### src/hw/ssu_defs.vh
/*
  constants for the serial unit: operating modes, shift and fifo sizes,
  and the i2c rate limit expressed in cycles of the 125 MHz ref_clk.
  assumes every includer runs on ref_clk.
*/
// Overview of operation
// - polarity bit inverts serial clock idle level
// - four spi modes map polarity and phase
// - polarity and phase act only in spi mode
// - phase zero slave drives first bit at select
// - phase zero: first edge samples, second shifts
// - phase one: first edge shifts, next samples
// - spi master write starts clock despite txen
// - i2c open drain, master, slave, 400kHz
// - data changes only while i2c clock low
// - data falling with clock high is start
// - data rising with clock high is stop
// - busy set on start, cleared on stop
// - eight bits msb first plus acknowledge bit
// - held low clock stalls the master
// - master clocks ack, receiver pulls data low
// - busy or full slave leaves data high
// - master receiver withholds last acknowledge
// - clock low counted from any fall, wait high
// - start when free, lose arbitration on mismatch
`ifndef SSU_DEFS_VH
`define SSU_DEFS_VH
`define SSU_MODE_I2C       2'b10
`define SSU_MODE_SPI       2'b11
`define SSU_FIFO_WIDTH     8
`define SSU_FIFO_DEPTH     8
`define SSU_FIFO_AW        3
`define SSU_SPI_LAST_EDGE  5'd15
`define SSU_I2C_ACK_BIT    4'd8
`define SSU_IDLE_BYTE      8'hFF
`define SSU_REF_CLK_HZ     125000000
`define SSU_I2C_MAX_HZ     400000
`define SSU_I2C_MIN_HALF_CYC \
  ((`SSU_REF_CLK_HZ + 2 * `SSU_I2C_MAX_HZ - 1) / (2 * `SSU_I2C_MAX_HZ))
`endif

### src/hw/ssu_top.v
/*
  serial unit bus logic: spi master/slave shifter and i2c master with a
  receive-only addressed slave, fed by an 8-word transmit fifo.
  assumes all pin inputs are asynchronous to ref_clk and that the
  surrounding pads resolve open-drain lines from the enables.
*/
`timescale 1ns/1ns
`include "ssu_defs.vh"

module ssu_fifo #(
  parameter WIDTH = 8,
  parameter DEPTH = 8,
  parameter AW    = 3
) (
  // clock and reset
  input  wire             ref_clk,
  input  wire             rst,
  // fill side
  input  wire             in_valid,
  input  wire [WIDTH-1:0] in_data,
  output reg              in_ready,
  // drain side
  output wire             out_valid,
  output wire [WIDTH-1:0] out_data,
  input  wire             out_ready
);
  reg  [WIDTH-1:0] mem [0:DEPTH-1];
  reg  [AW-1:0]    wp_q;
  reg  [AW-1:0]    rp_q;
  reg  [AW:0]      cnt_q;
  reg  [AW:0]      cnt_d;
  wire             push = in_valid & in_ready;
  wire             pop  = out_valid & out_ready;
  localparam [AW:0] FULL = DEPTH;

  assign out_valid = (cnt_q != {(AW+1){1'b0}});
  assign out_data  = mem[rp_q];

  always @* begin
    cnt_d = cnt_q;
    if (push && !pop) cnt_d = cnt_q + 1'b1;
    else if (pop && !push) cnt_d = cnt_q - 1'b1;
  end

  always @(posedge ref_clk) begin
    if (push) mem[wp_q] <= in_data;
  end

  always @(posedge ref_clk) begin
    if (rst) begin
      wp_q     <= {AW{1'b0}};
      rp_q     <= {AW{1'b0}};
      cnt_q    <= {(AW+1){1'b0}};
      in_ready <= 1'b0;
    end else begin
      if (push) wp_q <= wp_q + 1'b1;
      if (pop) rp_q <= rp_q + 1'b1;
      cnt_q    <= cnt_d;
      in_ready <= (cnt_d != FULL);
    end
  end
endmodule // ssu_fifo

module ssu_top (
  // clock and reset
  input  wire       ref_clk,
  input  wire       rst,
  // configuration
  input  wire [1:0] unit_operating_mode_field,
  input  wire       clock_idle_polarity,
  input  wire       clock_phase_select,
  input  wire       spi_master_en,
  input  wire       transmit_enable_bit,
  input  wire [7:0] spi_half_period_cycles,
  input  wire [9:0] i2c_scl_low_cycles,
  input  wire [9:0] i2c_scl_high_cycles,
  input  wire [6:0] i2c_own_address,
  input  wire       i2c_slave_en,
  input  wire       i2c_ack_en,
  // i2c commands
  input  wire       i2c_start_cmd,
  input  wire       i2c_stop_cmd,
  // shared data register write stream
  input  wire       wr_valid,
  input  wire [7:0] wr_data,
  output wire       wr_ready,
  output wire       data_register_empty_flag,
  // received byte stream
  output reg        rx_valid,
  output reg  [7:0] rx_data,
  input  wire       rx_ready,
  // status
  output reg        i2c_bus_busy,
  output reg        i2c_arb_lost,
  output reg        i2c_ack_seen,
  // spi pins
  input  wire       spi_serial_clock_line_i,
  output reg        spi_serial_clock_line_o,
  output reg        spi_serial_clock_line_oe,
  input  wire       spi_leader_output_line_i,
  output reg        spi_leader_output_line_o,
  output reg        spi_leader_output_line_oe,
  input  wire       spi_follower_output_line_i,
  output reg        spi_follower_output_line_o,
  output reg        spi_follower_output_line_oe,
  input  wire       spi_select_line_i,
  output reg        spi_select_line_o,
  output reg        spi_select_line_oe,
  // i2c pins
  input  wire       i2c_data_line_i,
  output reg        i2c_data_line_o,
  output reg        i2c_data_line_oe,
  input  wire       i2c_clock_line_i,
  output reg        i2c_clock_line_o,
  output reg        i2c_clock_line_oe
);
  localparam [2:0] IM_IDLE = 3'd0, IM_START = 3'd1, IM_LOW = 3'd2,
                   IM_HIGH = 3'd3, IM_HOLD = 3'd4, IM_COND = 3'd5;
  localparam [31:0] MIN_HALF = `SSU_I2C_MIN_HALF_CYC;

  // pin synchronisers and edge history
  wire [5:0] pin_raw = {spi_serial_clock_line_i, spi_leader_output_line_i,
                        spi_follower_output_line_i, spi_select_line_i,
                        i2c_data_line_i, i2c_clock_line_i};
  reg  [5:0] pin_m_q;
  reg  [5:0] pin_s_q;
  reg  [5:0] pin_p_q;
  wire sck_s = pin_s_q[5];
  wire sck_p = pin_p_q[5];
  wire mosi_s = pin_s_q[4];
  wire miso_s = pin_s_q[3];
  wire ss_s = pin_s_q[2];
  wire ss_p = pin_p_q[2];
  wire sda_s = pin_s_q[1];
  wire sda_p = pin_p_q[1];
  wire scl_s = pin_s_q[0];
  wire scl_p = pin_p_q[0];

  // transmit fifo
  wire       f_valid;
  wire [7:0] f_data;
  reg        f_pop;
  ssu_fifo #(.WIDTH(`SSU_FIFO_WIDTH), .DEPTH(`SSU_FIFO_DEPTH), .AW(`SSU_FIFO_AW)) u_fifo (
    .ref_clk  (ref_clk),
    .rst      (rst),
    .in_valid (wr_valid),
    .in_data  (wr_data),
    .in_ready (wr_ready),
    .out_valid(f_valid),
    .out_data (f_data),
    .out_ready(f_pop)
  );
  assign data_register_empty_flag = wr_ready;

  wire spi_mode = (unit_operating_mode_field == `SSU_MODE_SPI);
  wire i2c_mode = (unit_operating_mode_field == `SSU_MODE_I2C);

  // spi engine state
  reg       sp_busy_q;
  reg [4:0] edge_q;
  reg       sck_lvl_q;
  reg [7:0] div_q;
  reg [7:0] tx_q;
  reg [7:0] rsh_q;
  reg       out_q;
  reg       sel_hold_q;
  wire tick = (div_q == spi_half_period_cycles);
  wire m_start = spi_mode & spi_master_en & ~sp_busy_q & ~sel_hold_q & f_valid;
  wire s_fall = spi_mode & ~spi_master_en & ss_p & ~ss_s;
  wire ev = spi_master_en ? (sp_busy_q & tick)
                          : (sp_busy_q & ~ss_s & (sck_s != sck_p));
  wire lead = ~edge_q[0];
  wire setup = clock_phase_select ? lead : ~lead;
  wire sin = spi_master_en ? miso_s : mosi_s;
  wire [7:0] rcat = {rsh_q[6:0], sin};
  wire sp_done = ev & (edge_q == `SSU_SPI_LAST_EDGE);
  wire [7:0] load = f_valid ? f_data : `SSU_IDLE_BYTE;
  wire s_reload = s_fall | (sp_done & clock_phase_select & ~ss_s);

  // i2c master state
  reg [2:0] im_q;
  reg [9:0] ic_q;
  reg [3:0] bit_q;
  reg [7:0] ish_q;
  reg       dir_q;
  reg       first_q;
  reg       hi_q;
  reg       cstop_q;
  reg       msda_q;
  reg       mscl_q;
  reg       start_pend_q;
  reg       stop_pend_q;
  wire [9:0] low_lim = (i2c_scl_low_cycles < MIN_HALF[9:0]) ? MIN_HALF[9:0]
                                                            : i2c_scl_low_cycles;
  wire [9:0] high_lim = (i2c_scl_high_cycles < MIN_HALF[9:0]) ? MIN_HALF[9:0]
                                                              : i2c_scl_high_cycles;
  wire [9:0] mid_low = {1'b0, low_lim[9:1]};
  wire drv_bit = (bit_q != `SSU_I2C_ACK_BIT) & (~dir_q | first_q);
  wire rd_byte = dir_q & ~first_q;
  wire cond_start = scl_s & scl_p & sda_p & ~sda_s;
  wire cond_stop = scl_s & scl_p & ~sda_p & sda_s;
  wire scl_rise = scl_s & ~scl_p;
  wire scl_fall = ~scl_s & scl_p;

  // i2c slave receiver state
  reg       sl_on_q;
  reg       sl_sel_q;
  reg       sl_adr_q;
  reg       sl_ack_q;
  reg [3:0] sl_cnt_q;
  reg [7:0] sl_sh_q;
  wire sl_match = (sl_sh_q[7:1] == i2c_own_address) & ~sl_sh_q[0] & i2c_slave_en &
                  (im_q == IM_IDLE);
  wire sl_push = i2c_mode & sl_on_q & scl_fall & ~sl_ack_q &
                 (sl_cnt_q == `SSU_I2C_ACK_BIT) & ~sl_adr_q & sl_sel_q & ~rx_valid;
  wire m_push = (im_q == IM_HIGH) & hi_q & (bit_q == `SSU_I2C_ACK_BIT) & rd_byte &
                (~scl_s | (ic_q == high_lim));

  always @* begin
    f_pop = 1'b0;
    if (spi_mode) begin
      if (m_start | (spi_master_en & sp_done & clock_phase_select & f_valid) |
          (~spi_master_en & s_reload)) f_pop = f_valid;
    end else if (i2c_mode) begin
      if ((im_q == IM_IDLE) & start_pend_q & ~i2c_bus_busy & f_valid) f_pop = 1'b1;
      if ((im_q == IM_HOLD) & (stop_pend_q | start_pend_q | ~dir_q)) begin
        f_pop = f_valid & ~stop_pend_q;
      end
    end
  end

  always @(posedge ref_clk) begin
    if (rst) begin
      pin_m_q <= 6'h3F;
      pin_s_q <= 6'h3F;
      pin_p_q <= 6'h3F;
    end else begin
      pin_m_q <= pin_raw;
      pin_s_q <= pin_m_q;
      pin_p_q <= pin_s_q;
    end
  end

  // spi shifter shared by master and slave roles
  always @(posedge ref_clk) begin
    if (rst || !spi_mode) begin
      sp_busy_q <= 1'b0;
      edge_q    <= 5'h00;
      sck_lvl_q <= 1'b0;
      div_q     <= 8'h00;
      tx_q      <= 8'h00;
      rsh_q     <= 8'h00;
      out_q     <= 1'b0;
      sel_hold_q <= 1'b0;
    end else begin
      div_q <= (tick | ~sp_busy_q) ? 8'h00 : div_q + 8'h01;
      sel_hold_q <= sp_busy_q;
      if (m_start | (~spi_master_en & s_reload)) begin
        sp_busy_q <= 1'b1;
        edge_q    <= 5'h00;
        sck_lvl_q <= 1'b0;
        if (clock_phase_select) tx_q <= load;
        else begin
          tx_q  <= {load[6:0], 1'b0};
          out_q <= load[7];
        end
      end else if (ev) begin
        edge_q <= edge_q + 5'h01;
        if (spi_master_en) sck_lvl_q <= ~sck_lvl_q;
        if (!setup) rsh_q <= rcat;
        else begin
          out_q <= tx_q[7];
          tx_q  <= {tx_q[6:0], 1'b0};
        end
        if (sp_done) begin
          sp_busy_q <= spi_master_en ? (clock_phase_select & f_valid) : 1'b0;
          if (spi_master_en & clock_phase_select & f_valid) begin
            edge_q <= 5'h00;
            tx_q   <= f_data;
          end
        end
      end
      if (~spi_master_en & ss_s) sp_busy_q <= 1'b0;
    end
  end

  // i2c master: bit timing, stretching, arbitration
  always @(posedge ref_clk) begin
    if (rst || !i2c_mode) begin
      im_q <= IM_IDLE;
      ic_q <= 10'h000;
      bit_q <= 4'h0;
      ish_q <= 8'h00;
      dir_q <= 1'b0;
      first_q <= 1'b0;
      hi_q <= 1'b0;
      cstop_q <= 1'b0;
      msda_q <= 1'b1;
      mscl_q <= 1'b1;
      start_pend_q <= 1'b0;
      stop_pend_q <= 1'b0;
      i2c_arb_lost <= 1'b0;
      i2c_ack_seen <= 1'b0;
    end else begin
      if (i2c_start_cmd) begin
        start_pend_q <= 1'b1;
        i2c_arb_lost <= 1'b0;
      end
      if (i2c_stop_cmd) stop_pend_q <= 1'b1;
      ic_q <= ic_q + 10'h001;
      case (im_q)
        IM_IDLE: begin
          msda_q <= 1'b1;
          mscl_q <= 1'b1;
          if (start_pend_q & ~i2c_bus_busy & f_valid) begin
            start_pend_q <= i2c_start_cmd;
            ish_q <= f_data;
            dir_q <= f_data[0];
            first_q <= 1'b1;
            msda_q <= 1'b0;
            ic_q <= 10'h000;
            im_q <= IM_START;
          end
        end
        IM_START: if (ic_q == high_lim) begin
          mscl_q <= 1'b0;
          bit_q <= 4'h0;
          ic_q <= 10'h000;
          im_q <= IM_LOW;
        end
        IM_LOW: begin
          if (ic_q == mid_low) begin
            if (bit_q == `SSU_I2C_ACK_BIT)
              msda_q <= rd_byte ? ~i2c_ack_en : 1'b1;
            else msda_q <= drv_bit ? ish_q[7] : 1'b1;
          end
          if (ic_q == low_lim) begin
            mscl_q <= 1'b1;
            hi_q <= 1'b0;
            ic_q <= 10'h000;
            im_q <= IM_HIGH;
          end
        end
        IM_HIGH: begin
          if (!hi_q) begin
            ic_q <= 10'h000;
            if (scl_s) begin
              hi_q <= 1'b1;
              if (drv_bit & msda_q & ~sda_s) begin
                i2c_arb_lost <= 1'b1;
                msda_q <= 1'b1;
                im_q <= IM_IDLE;
              end else if (bit_q == `SSU_I2C_ACK_BIT) i2c_ack_seen <= ~sda_s;
              else ish_q <= {ish_q[6:0], sda_s};
            end
          end else if (~scl_s | (ic_q == high_lim)) begin
            mscl_q <= 1'b0;
            ic_q <= 10'h000;
            bit_q <= bit_q + 4'h1;
            im_q <= (bit_q == `SSU_I2C_ACK_BIT) ? IM_HOLD : IM_LOW;
          end
        end
        IM_HOLD: begin
          ic_q <= 10'h000;
          bit_q <= 4'h0;
          if (stop_pend_q) begin
            stop_pend_q <= i2c_stop_cmd;
            cstop_q <= 1'b1;
            im_q <= IM_COND;
          end else if (start_pend_q & f_valid) begin
            start_pend_q <= i2c_start_cmd;
            cstop_q <= 1'b0;
            ish_q <= f_data;
            dir_q <= f_data[0];
            first_q <= 1'b1;
            im_q <= IM_COND;
          end else if (~dir_q & f_valid) begin
            ish_q <= f_data;
            first_q <= 1'b0;
            im_q <= IM_LOW;
          end else if (dir_q & ~rx_valid & ~start_pend_q) begin
            first_q <= 1'b0;
            im_q <= IM_LOW;
          end
        end
        IM_COND: begin
          if (mscl_q == 1'b0) begin
            if (ic_q == mid_low) msda_q <= ~cstop_q;
            if (ic_q == low_lim) begin
              mscl_q <= 1'b1;
              hi_q <= 1'b0;
            end
          end else if (!hi_q) begin
            ic_q <= 10'h000;
            hi_q <= scl_s;
          end else if (ic_q == high_lim) begin
            msda_q <= ~cstop_q;
            ic_q <= 10'h000;
            im_q <= cstop_q ? IM_IDLE : IM_START;
          end
        end
        default: im_q <= IM_IDLE;
      endcase
    end
  end

  // i2c slave receiver, bus busy tracking
  always @(posedge ref_clk) begin
    if (rst || !i2c_mode) begin
      sl_on_q <= 1'b0;
      sl_sel_q <= 1'b0;
      sl_adr_q <= 1'b0;
      sl_ack_q <= 1'b0;
      sl_cnt_q <= 4'h0;
      sl_sh_q <= 8'h00;
      i2c_bus_busy <= 1'b0;
    end else begin
      if (cond_start) i2c_bus_busy <= 1'b1;
      else if (cond_stop) i2c_bus_busy <= 1'b0;
      if (cond_start) begin
        sl_on_q <= 1'b1;
        sl_sel_q <= 1'b0;
        sl_adr_q <= 1'b1;
        sl_ack_q <= 1'b0;
        sl_cnt_q <= 4'h0;
      end else if (cond_stop) begin
        sl_on_q <= 1'b0;
        sl_ack_q <= 1'b0;
      end else if (sl_on_q) begin
        if (scl_rise & (sl_cnt_q != `SSU_I2C_ACK_BIT)) begin
          sl_sh_q <= {sl_sh_q[6:0], sda_s};
          sl_cnt_q <= sl_cnt_q + 4'h1;
        end
        if (scl_fall & (sl_cnt_q == `SSU_I2C_ACK_BIT)) begin
          if (!sl_ack_q) begin
            sl_ack_q <= 1'b1;
            if (sl_adr_q) sl_sel_q <= sl_match;
            if (sl_adr_q & ~sl_match) sl_on_q <= 1'b0;
          end else begin
            sl_ack_q <= 1'b0;
            sl_cnt_q <= 4'h0;
            sl_adr_q <= 1'b0;
          end
        end
      end
    end
  end

  // received bytes, pin drivers
  always @(posedge ref_clk) begin
    if (rst) begin
      rx_valid <= 1'b0;
      rx_data <= 8'h00;
      spi_serial_clock_line_o <= 1'b0;
      spi_serial_clock_line_oe <= 1'b0;
      spi_leader_output_line_o <= 1'b0;
      spi_leader_output_line_oe <= 1'b0;
      spi_follower_output_line_o <= 1'b0;
      spi_follower_output_line_oe <= 1'b0;
      spi_select_line_o <= 1'b1;
      spi_select_line_oe <= 1'b0;
      i2c_data_line_o <= 1'b0;
      i2c_data_line_oe <= 1'b0;
      i2c_clock_line_o <= 1'b0;
      i2c_clock_line_oe <= 1'b0;
    end else begin
      if (rx_valid & rx_ready) rx_valid <= 1'b0;
      if (spi_mode & sp_done) begin
        rx_valid <= 1'b1;
        rx_data <= setup ? rsh_q : rcat;
      end else if (i2c_mode & m_push) begin
        rx_valid <= 1'b1;
        rx_data <= ish_q;
      end else if (sl_push) begin
        rx_valid <= 1'b1;
        rx_data <= sl_sh_q;
      end
      spi_serial_clock_line_o <= clock_idle_polarity ^ sck_lvl_q;
      spi_serial_clock_line_oe <= spi_mode & spi_master_en;
      spi_leader_output_line_o <= out_q;
      spi_leader_output_line_oe <= spi_mode & spi_master_en & transmit_enable_bit;
      spi_follower_output_line_o <= out_q;
      spi_follower_output_line_oe <= spi_mode & ~spi_master_en & ~ss_s & sp_busy_q;
      spi_select_line_o <= ~(sp_busy_q | sel_hold_q);
      spi_select_line_oe <= spi_mode & spi_master_en;
      i2c_data_line_oe <= i2c_mode & (~msda_q |
                          (sl_ack_q & (sl_adr_q ? sl_match : ~rx_valid)));
      i2c_clock_line_oe <= i2c_mode & ~mscl_q;
    end
  end
endmodule // ssu_top

### config.mk
export PLATFORM = sky130hd
export DESIGN_NAME = ssu_top
export DESIGN_NICKNAME = d
export VERILOG_FILES = /design/src/hw/ssu_top.v
export VERILOG_INCLUDE_DIRS = /design/src /design/src/hw
export SDC_FILE = /design/constraint.sdc
export NUM_CORES = 1
export LEC_CHECK = 0
export CORE_MARGIN = 2
export CORE_UTILIZATION = 55
export DETAILED_ROUTE_END_ITERATION = 10
export DONT_BUFFER_PORTS = 1
export HOLD_SLACK_MARGIN = 0.08
export PLACE_DENSITY = 0.71
export SYNTH_ARGS = -nofsm -noshare
export SYNTH_HDL_FRONTEND = slang
export SYNTH_HIERARCHICAL = 1
export SYNTH_SLANG_ARGS = --single-unit
### constraint.sdc
create_clock -name ref_clk -period 2.73 [get_ports ref_clk]
set_input_delay 0.546 -clock ref_clk [delete_from_list [all_inputs] [get_ports ref_clk]]
set_output_delay 0.546 -clock ref_clk [all_outputs]
set_load 0.02 [all_outputs]
==> impl_results.md <==
* Number of flip-flops and latches in the synthesized netlist at 196
* Internal reg-to-reg setup slack at 0.15 ns
* Largest vdd supply drop at 432 uV
* Critical R2R Launch: u_fifo/cnt_q[0]
* End point of the most critical hold path: u_fifo/cnt_q[3]
* Static leakage power at 0.00375 uW
* Highest cell delay on the worst timing path at 0.41 ns
* Avg WL per Cell at 17.4 um
* Die H at 137 um
* Number of hold buffers added after CTS at 0
* Number of placed I/O pins at 89
* Maximum clock frequency at 0.388 GHz
* Startpoint class of the critical path: flop
* Largest buffer count on any clock path at 2
* Leading area contributor after synthesis: sky130_fd_sc_hd__dfxtp_1
* Class of the tightest hold or removal check: primary input to flop
* Finish-stage setup viols at 0
* Synth top cells by count: sky130_fd_sc_hd__dfxtp_1 (132), sky130_fd_sc_hd__nand2_1 (115), sky130_fd_sc_hd__nor2_1 (98)
* Transition time at the pin with the least slew margin at 0.689 ns
* Tmin final at 2.58 ns
* DR pass1 iterations at 5
* Count of antenna-violating nets left after detailed routing at 0
* Crit-path most repeated cell: sky130_fd_sc_hd__o21ai_2
* Instance area after placement at 10,100 um^2
* Most numerous cell in the Yosys netlist: sky130_fd_sc_hd__dfxtp_1
* Overall fraction of global-route tracks in use at 23.2%
* Initial core utilization at 56.2%
* Ys flop type: sky130_fd_sc_hd__dfxtp_1
* Number of cells on the worst hold path at 1
* Slowest CP cell: sky130_fd_sc_hd__or3b_4
* Required time of the worst setup path at 3.05 ns
* Final weighted congestion of routability-driven global placement at 0.844
* Unrepaired setup endpoints after global routing: false
* CTS clock-pin slew for the worst setup and hold paths at 0.07 ns
* Relative contribution of sequential cells to total power at 51.6%
* Post-route core utilization at 62.4%
* Site row count at 48
* Net Sw Frac at 24.5%
* Inserted Clock Buffers at 17
* Cell count after synthesis at 976
* Total of buffers placed on input and output ports at 0
* Share of the cycle needed by the critical path after routing at 94.5%
* Residual overflow from global routing at 0
* Critical setup path kind: flop to flop
* List of cells traversed by the critical path: inv_1, ha_1, or3b_4, a32oi_2, o21ai_2, o21ai_2, o41ai_2, and3_4, a21o_4, o22ai_2, xor2_1, a31oi_1
* Clock insertion delay at the later pin of the skew report at 0.44 ns
* DRC errors left at 0
* Ant diodes at 0
* Total of max-cap violations at 0
* Area added between synthesis and finish at 11.2%
* Dpl ws at -0.0721 ns
* Global-route wire length before repair at 33,600 um
* H-tree levels at 4
* Die area at 18,700 um^2
* Sequential element share of the synthesized area at 47.1%
* Die boundary width at 137 um
* Final Worst Setup Slack at 0.150 ns
* Fin. Hold Viols at 0
* Post-route cell area at 10,800 um^2
* Power Internal at 4480 uW
* DRC marker count from the first detailed-route iteration at 630
* Mapped cell area at 9680 um^2
* Maximum number of pins on one net before global-route repair at 40
* Drt via density at 5.85
* Clock Sink Count at 196
* CTS tree: built
* Layout net count at 1,067
* Worst Path Max Fanout at 6
* Final WL at 21,300 um
* Largest cells by area after synthesis: sky130_fd_sc_hd__dfxtp_1 (27%), sky130_fd_sc_hd__edfxtp_1 (20%), sky130_fd_sc_hd__nand2_1 (4.5%), sky130_fd_sc_hd__nor2_1 (3.8%), sky130_fd_sc_hd__mux4_2 (3.7%)
* Critical path data arrival time at 2.90 ns
* CORE AREA at 17,200 um^2
* Number of enable-type register cells in the synthesized netlist at 64
* Min-delay src: rst
* Setup skew after layout at 0.0137 ns
* Capture instance of the worst register-to-register path: u_fifo/in_ready
* Via count of the first global-routing pass at 6,667
* Fraction of synthesized cell area taken by the top area cell type at 27.3%
* Number of distinct library cells after synthesis at 88
* Relative slew slack at 54.1%
* Sort of element at the end of the critical path: flop
* Aggregate negative setup slack at 0 ns
* Number of antenna violations at the first check in global routing at 0
* Proportion of register bits with asynchronous set or reset after synthesis at 0%
* Number of cell instances on the worst register-to-register path at 12
* P per Cell Area at 551 nW/um^2
* Yosys Warn Count at 6
* Total count of max-transition violations in the final report at 0
* Fraction of final layout cells with drive strength greater than 1 at 17.6%
* CTS root buf: sky130_fd_sc_hd__clkbuf_16
* Switch Pwr at 1450 uW
* Detailed Place HPWL at 15,200 um
* Run status: finished, final reports clean
* DR vias at 7,196
* Synthesized area per cell at 9.92 um^2
* Share of power burned in the clock network at 42.2%
* Fraction of power consumed by combinational cells at 6.2%
## sequential cells by signal, summed over array words and instances, names as in the netlist, 3 cells and up, named ones only
signal,flops
bit_q,4
div_q,8
edge_q,5
ic_q,10
im_q,3
ish_q,8
pin_m_q,6
pin_p_q,4
pin_s_q,6
rsh_q,8
rx_data,8
sl_cnt_q,4
sl_sh_q,8
tx_q,8
u_fifo/cnt_q,4
u_fifo/mem,64
u_fifo/rp_q,3
u_fifo/wp_q,3
## how the worst max path moves through the flow
stage	start	end	slack, ns	cells after the start
after floorplan	u_fifo/cnt_q[0]	u_fifo/in_ready	0.001	14
after detailed placement	spi_half_period_cycles[6]	u_fifo/in_ready	-0.07	11
final	u_fifo/cnt_q[0]	u_fifo/in_ready	0.15	12
after global placement	spi_half_period_cycles[6]	u_fifo/in_ready	0.10	11
after CTS	u_fifo/cnt_q[0]	u_fifo/in_ready	0.02	12
after global routing	u_fifo/cnt_q[0]	ic_q[7]	0.04	11
## repair_timing
item                       in CTS  in global routing
setup endpoints to repair       0                 10
buffers inserted                0                  1
gates resized for setup         0                 11
## area by class of cell
type                       count  area [um^2]
multi-input combinational    703         4830
clock buffer                  18          450
clock inverter                14          150
inverter                      20         75.1
timing repair buffer          54          405
sequential                   196         4570
fill                        1413         6470
tap                          225          282
## power groups by stage
stage | logic (uW) | registers [uW] | clock network, uW
2_1_floorplan | 303 | 3130 | 0
5_1_grt | 405 | 3070 | 2660
4_1_cts | 357 | 3060 | 2550
3_3_place_gp | 348 | 3130 | 0
6_report | 366 | 3060 | 2500
3_5_place_dp | 355 | 3130 | 0
## per-layer routing
metal | vias up | global-route usage, % | part of all wire, %
met3 | 23 | 6.04 | 4.8
li1 | 3550 | - | -
met2 | 168 | 37.5 | 48
met5 | - | 0 | 0
met1 | 3455 | 30.3 | 45
met4 | 0 | 7.70 | 1.5
## stage by stage
step	std cells	hold slack (ns)	total power (uW)
6_report	1230	0.161	5930
5_1_grt	1230	0.139	6130
4_1_cts	1229	0.146	5970
3_5_place_dp	1197	0.393	3490
3_3_place_gp	1197	0.393	3480
2_1_floorplan	977	0.389	3430
## worst max-delay path, delay by kind of cell (launching register included)
family,cells,cell delay [ns]
buffers and inverters,1,0.05
and+or+nand+nor,2,0.63
DFF,1,0.33
xor gates and xnor gates,1,0.20
AOI/OAI and AO/OA,7,1.09
adders and majority gates,1,0.15
## logic make-up after synthesis
logic type	after synthesis	synth area share (%)
AND/OR/NAND/NOR	392	20.4
flip-flops	196	47.1
AO/OA/AOI/OAI	177	13.2
buffers and inverters	78	3.76
multiplexers	62	8.68
XOR/XNOR	58	5.25
adder cells (fa/ha/maj)	12	1.55
other	1	0.0387
## placed cells by master, fill, tap and decap left out, types with 4 or more instances in the layout
cell type | netlist | layout
sky130_fd_sc_hd__nand3b_1 | 8 | 8
sky130_fd_sc_hd__nand3_1 | 24 | 24
sky130_fd_sc_hd__and3_1 | 15 | 14
sky130_fd_sc_hd__xnor2_1 | 26 | 26
sky130_fd_sc_hd__inv_1 | 19 | 19
sky130_fd_sc_hd__dfxtp_2 | 0 | 4
sky130_fd_sc_hd__or3_1 | 11 | 11
sky130_fd_sc_hd__nand2_1 | 115 | 115
sky130_fd_sc_hd__and2_1 | 4 | 4
sky130_fd_sc_hd__o22ai_1 | 6 | 6
sky130_fd_sc_hd__nor2_1 | 98 | 98
sky130_fd_sc_hd__nand4_1 | 8 | 8
sky130_fd_sc_hd__o21ai_0 | 28 | 27
sky130_fd_sc_hd__a221oi_1 | 9 | 9
sky130_fd_sc_hd__a21o_1 | 4 | 4
sky130_fd_sc_hd__ha_1 | 12 | 12
sky130_fd_sc_hd__a211oi_1 | 10 | 10
sky130_fd_sc_hd__clkbuf_16 | 0 | 18
sky130_fd_sc_hd__o211ai_1 | 5 | 5
sky130_fd_sc_hd__nor4_1 | 6 | 4
sky130_fd_sc_hd__nand2b_1 | 14 | 14
sky130_fd_sc_hd__nor2b_1 | 18 | 17
sky130_fd_sc_hd__or2_2 | 21 | 21
sky130_fd_sc_hd__o221ai_1 | 8 | 8
sky130_fd_sc_hd__nor3_1 | 22 | 21
sky130_fd_sc_hd__a22oi_1 | 5 | 5
sky130_fd_sc_hd__mux2_2 | 16 | 16
sky130_fd_sc_hd__xor2_1 | 32 | 31
sky130_fd_sc_hd__o21a_1 | 4 | 4
sky130_fd_sc_hd__buf_4 | 7 | 54
sky130_fd_sc_hd__nor3b_1 | 4 | 4
sky130_fd_sc_hd__mux4_2 | 16 | 16
sky130_fd_sc_hd__a21oi_1 | 49 | 49
sky130_fd_sc_hd__edfxtp_1 | 64 | 64
sky130_fd_sc_hd__dfxtp_1 | 132 | 128
sky130_fd_sc_hd__inv_6 | 0 | 4
sky130_fd_sc_hd__mux2i_1 | 30 | 30
No activity file was read; power rests on OpenSTA's default activity.
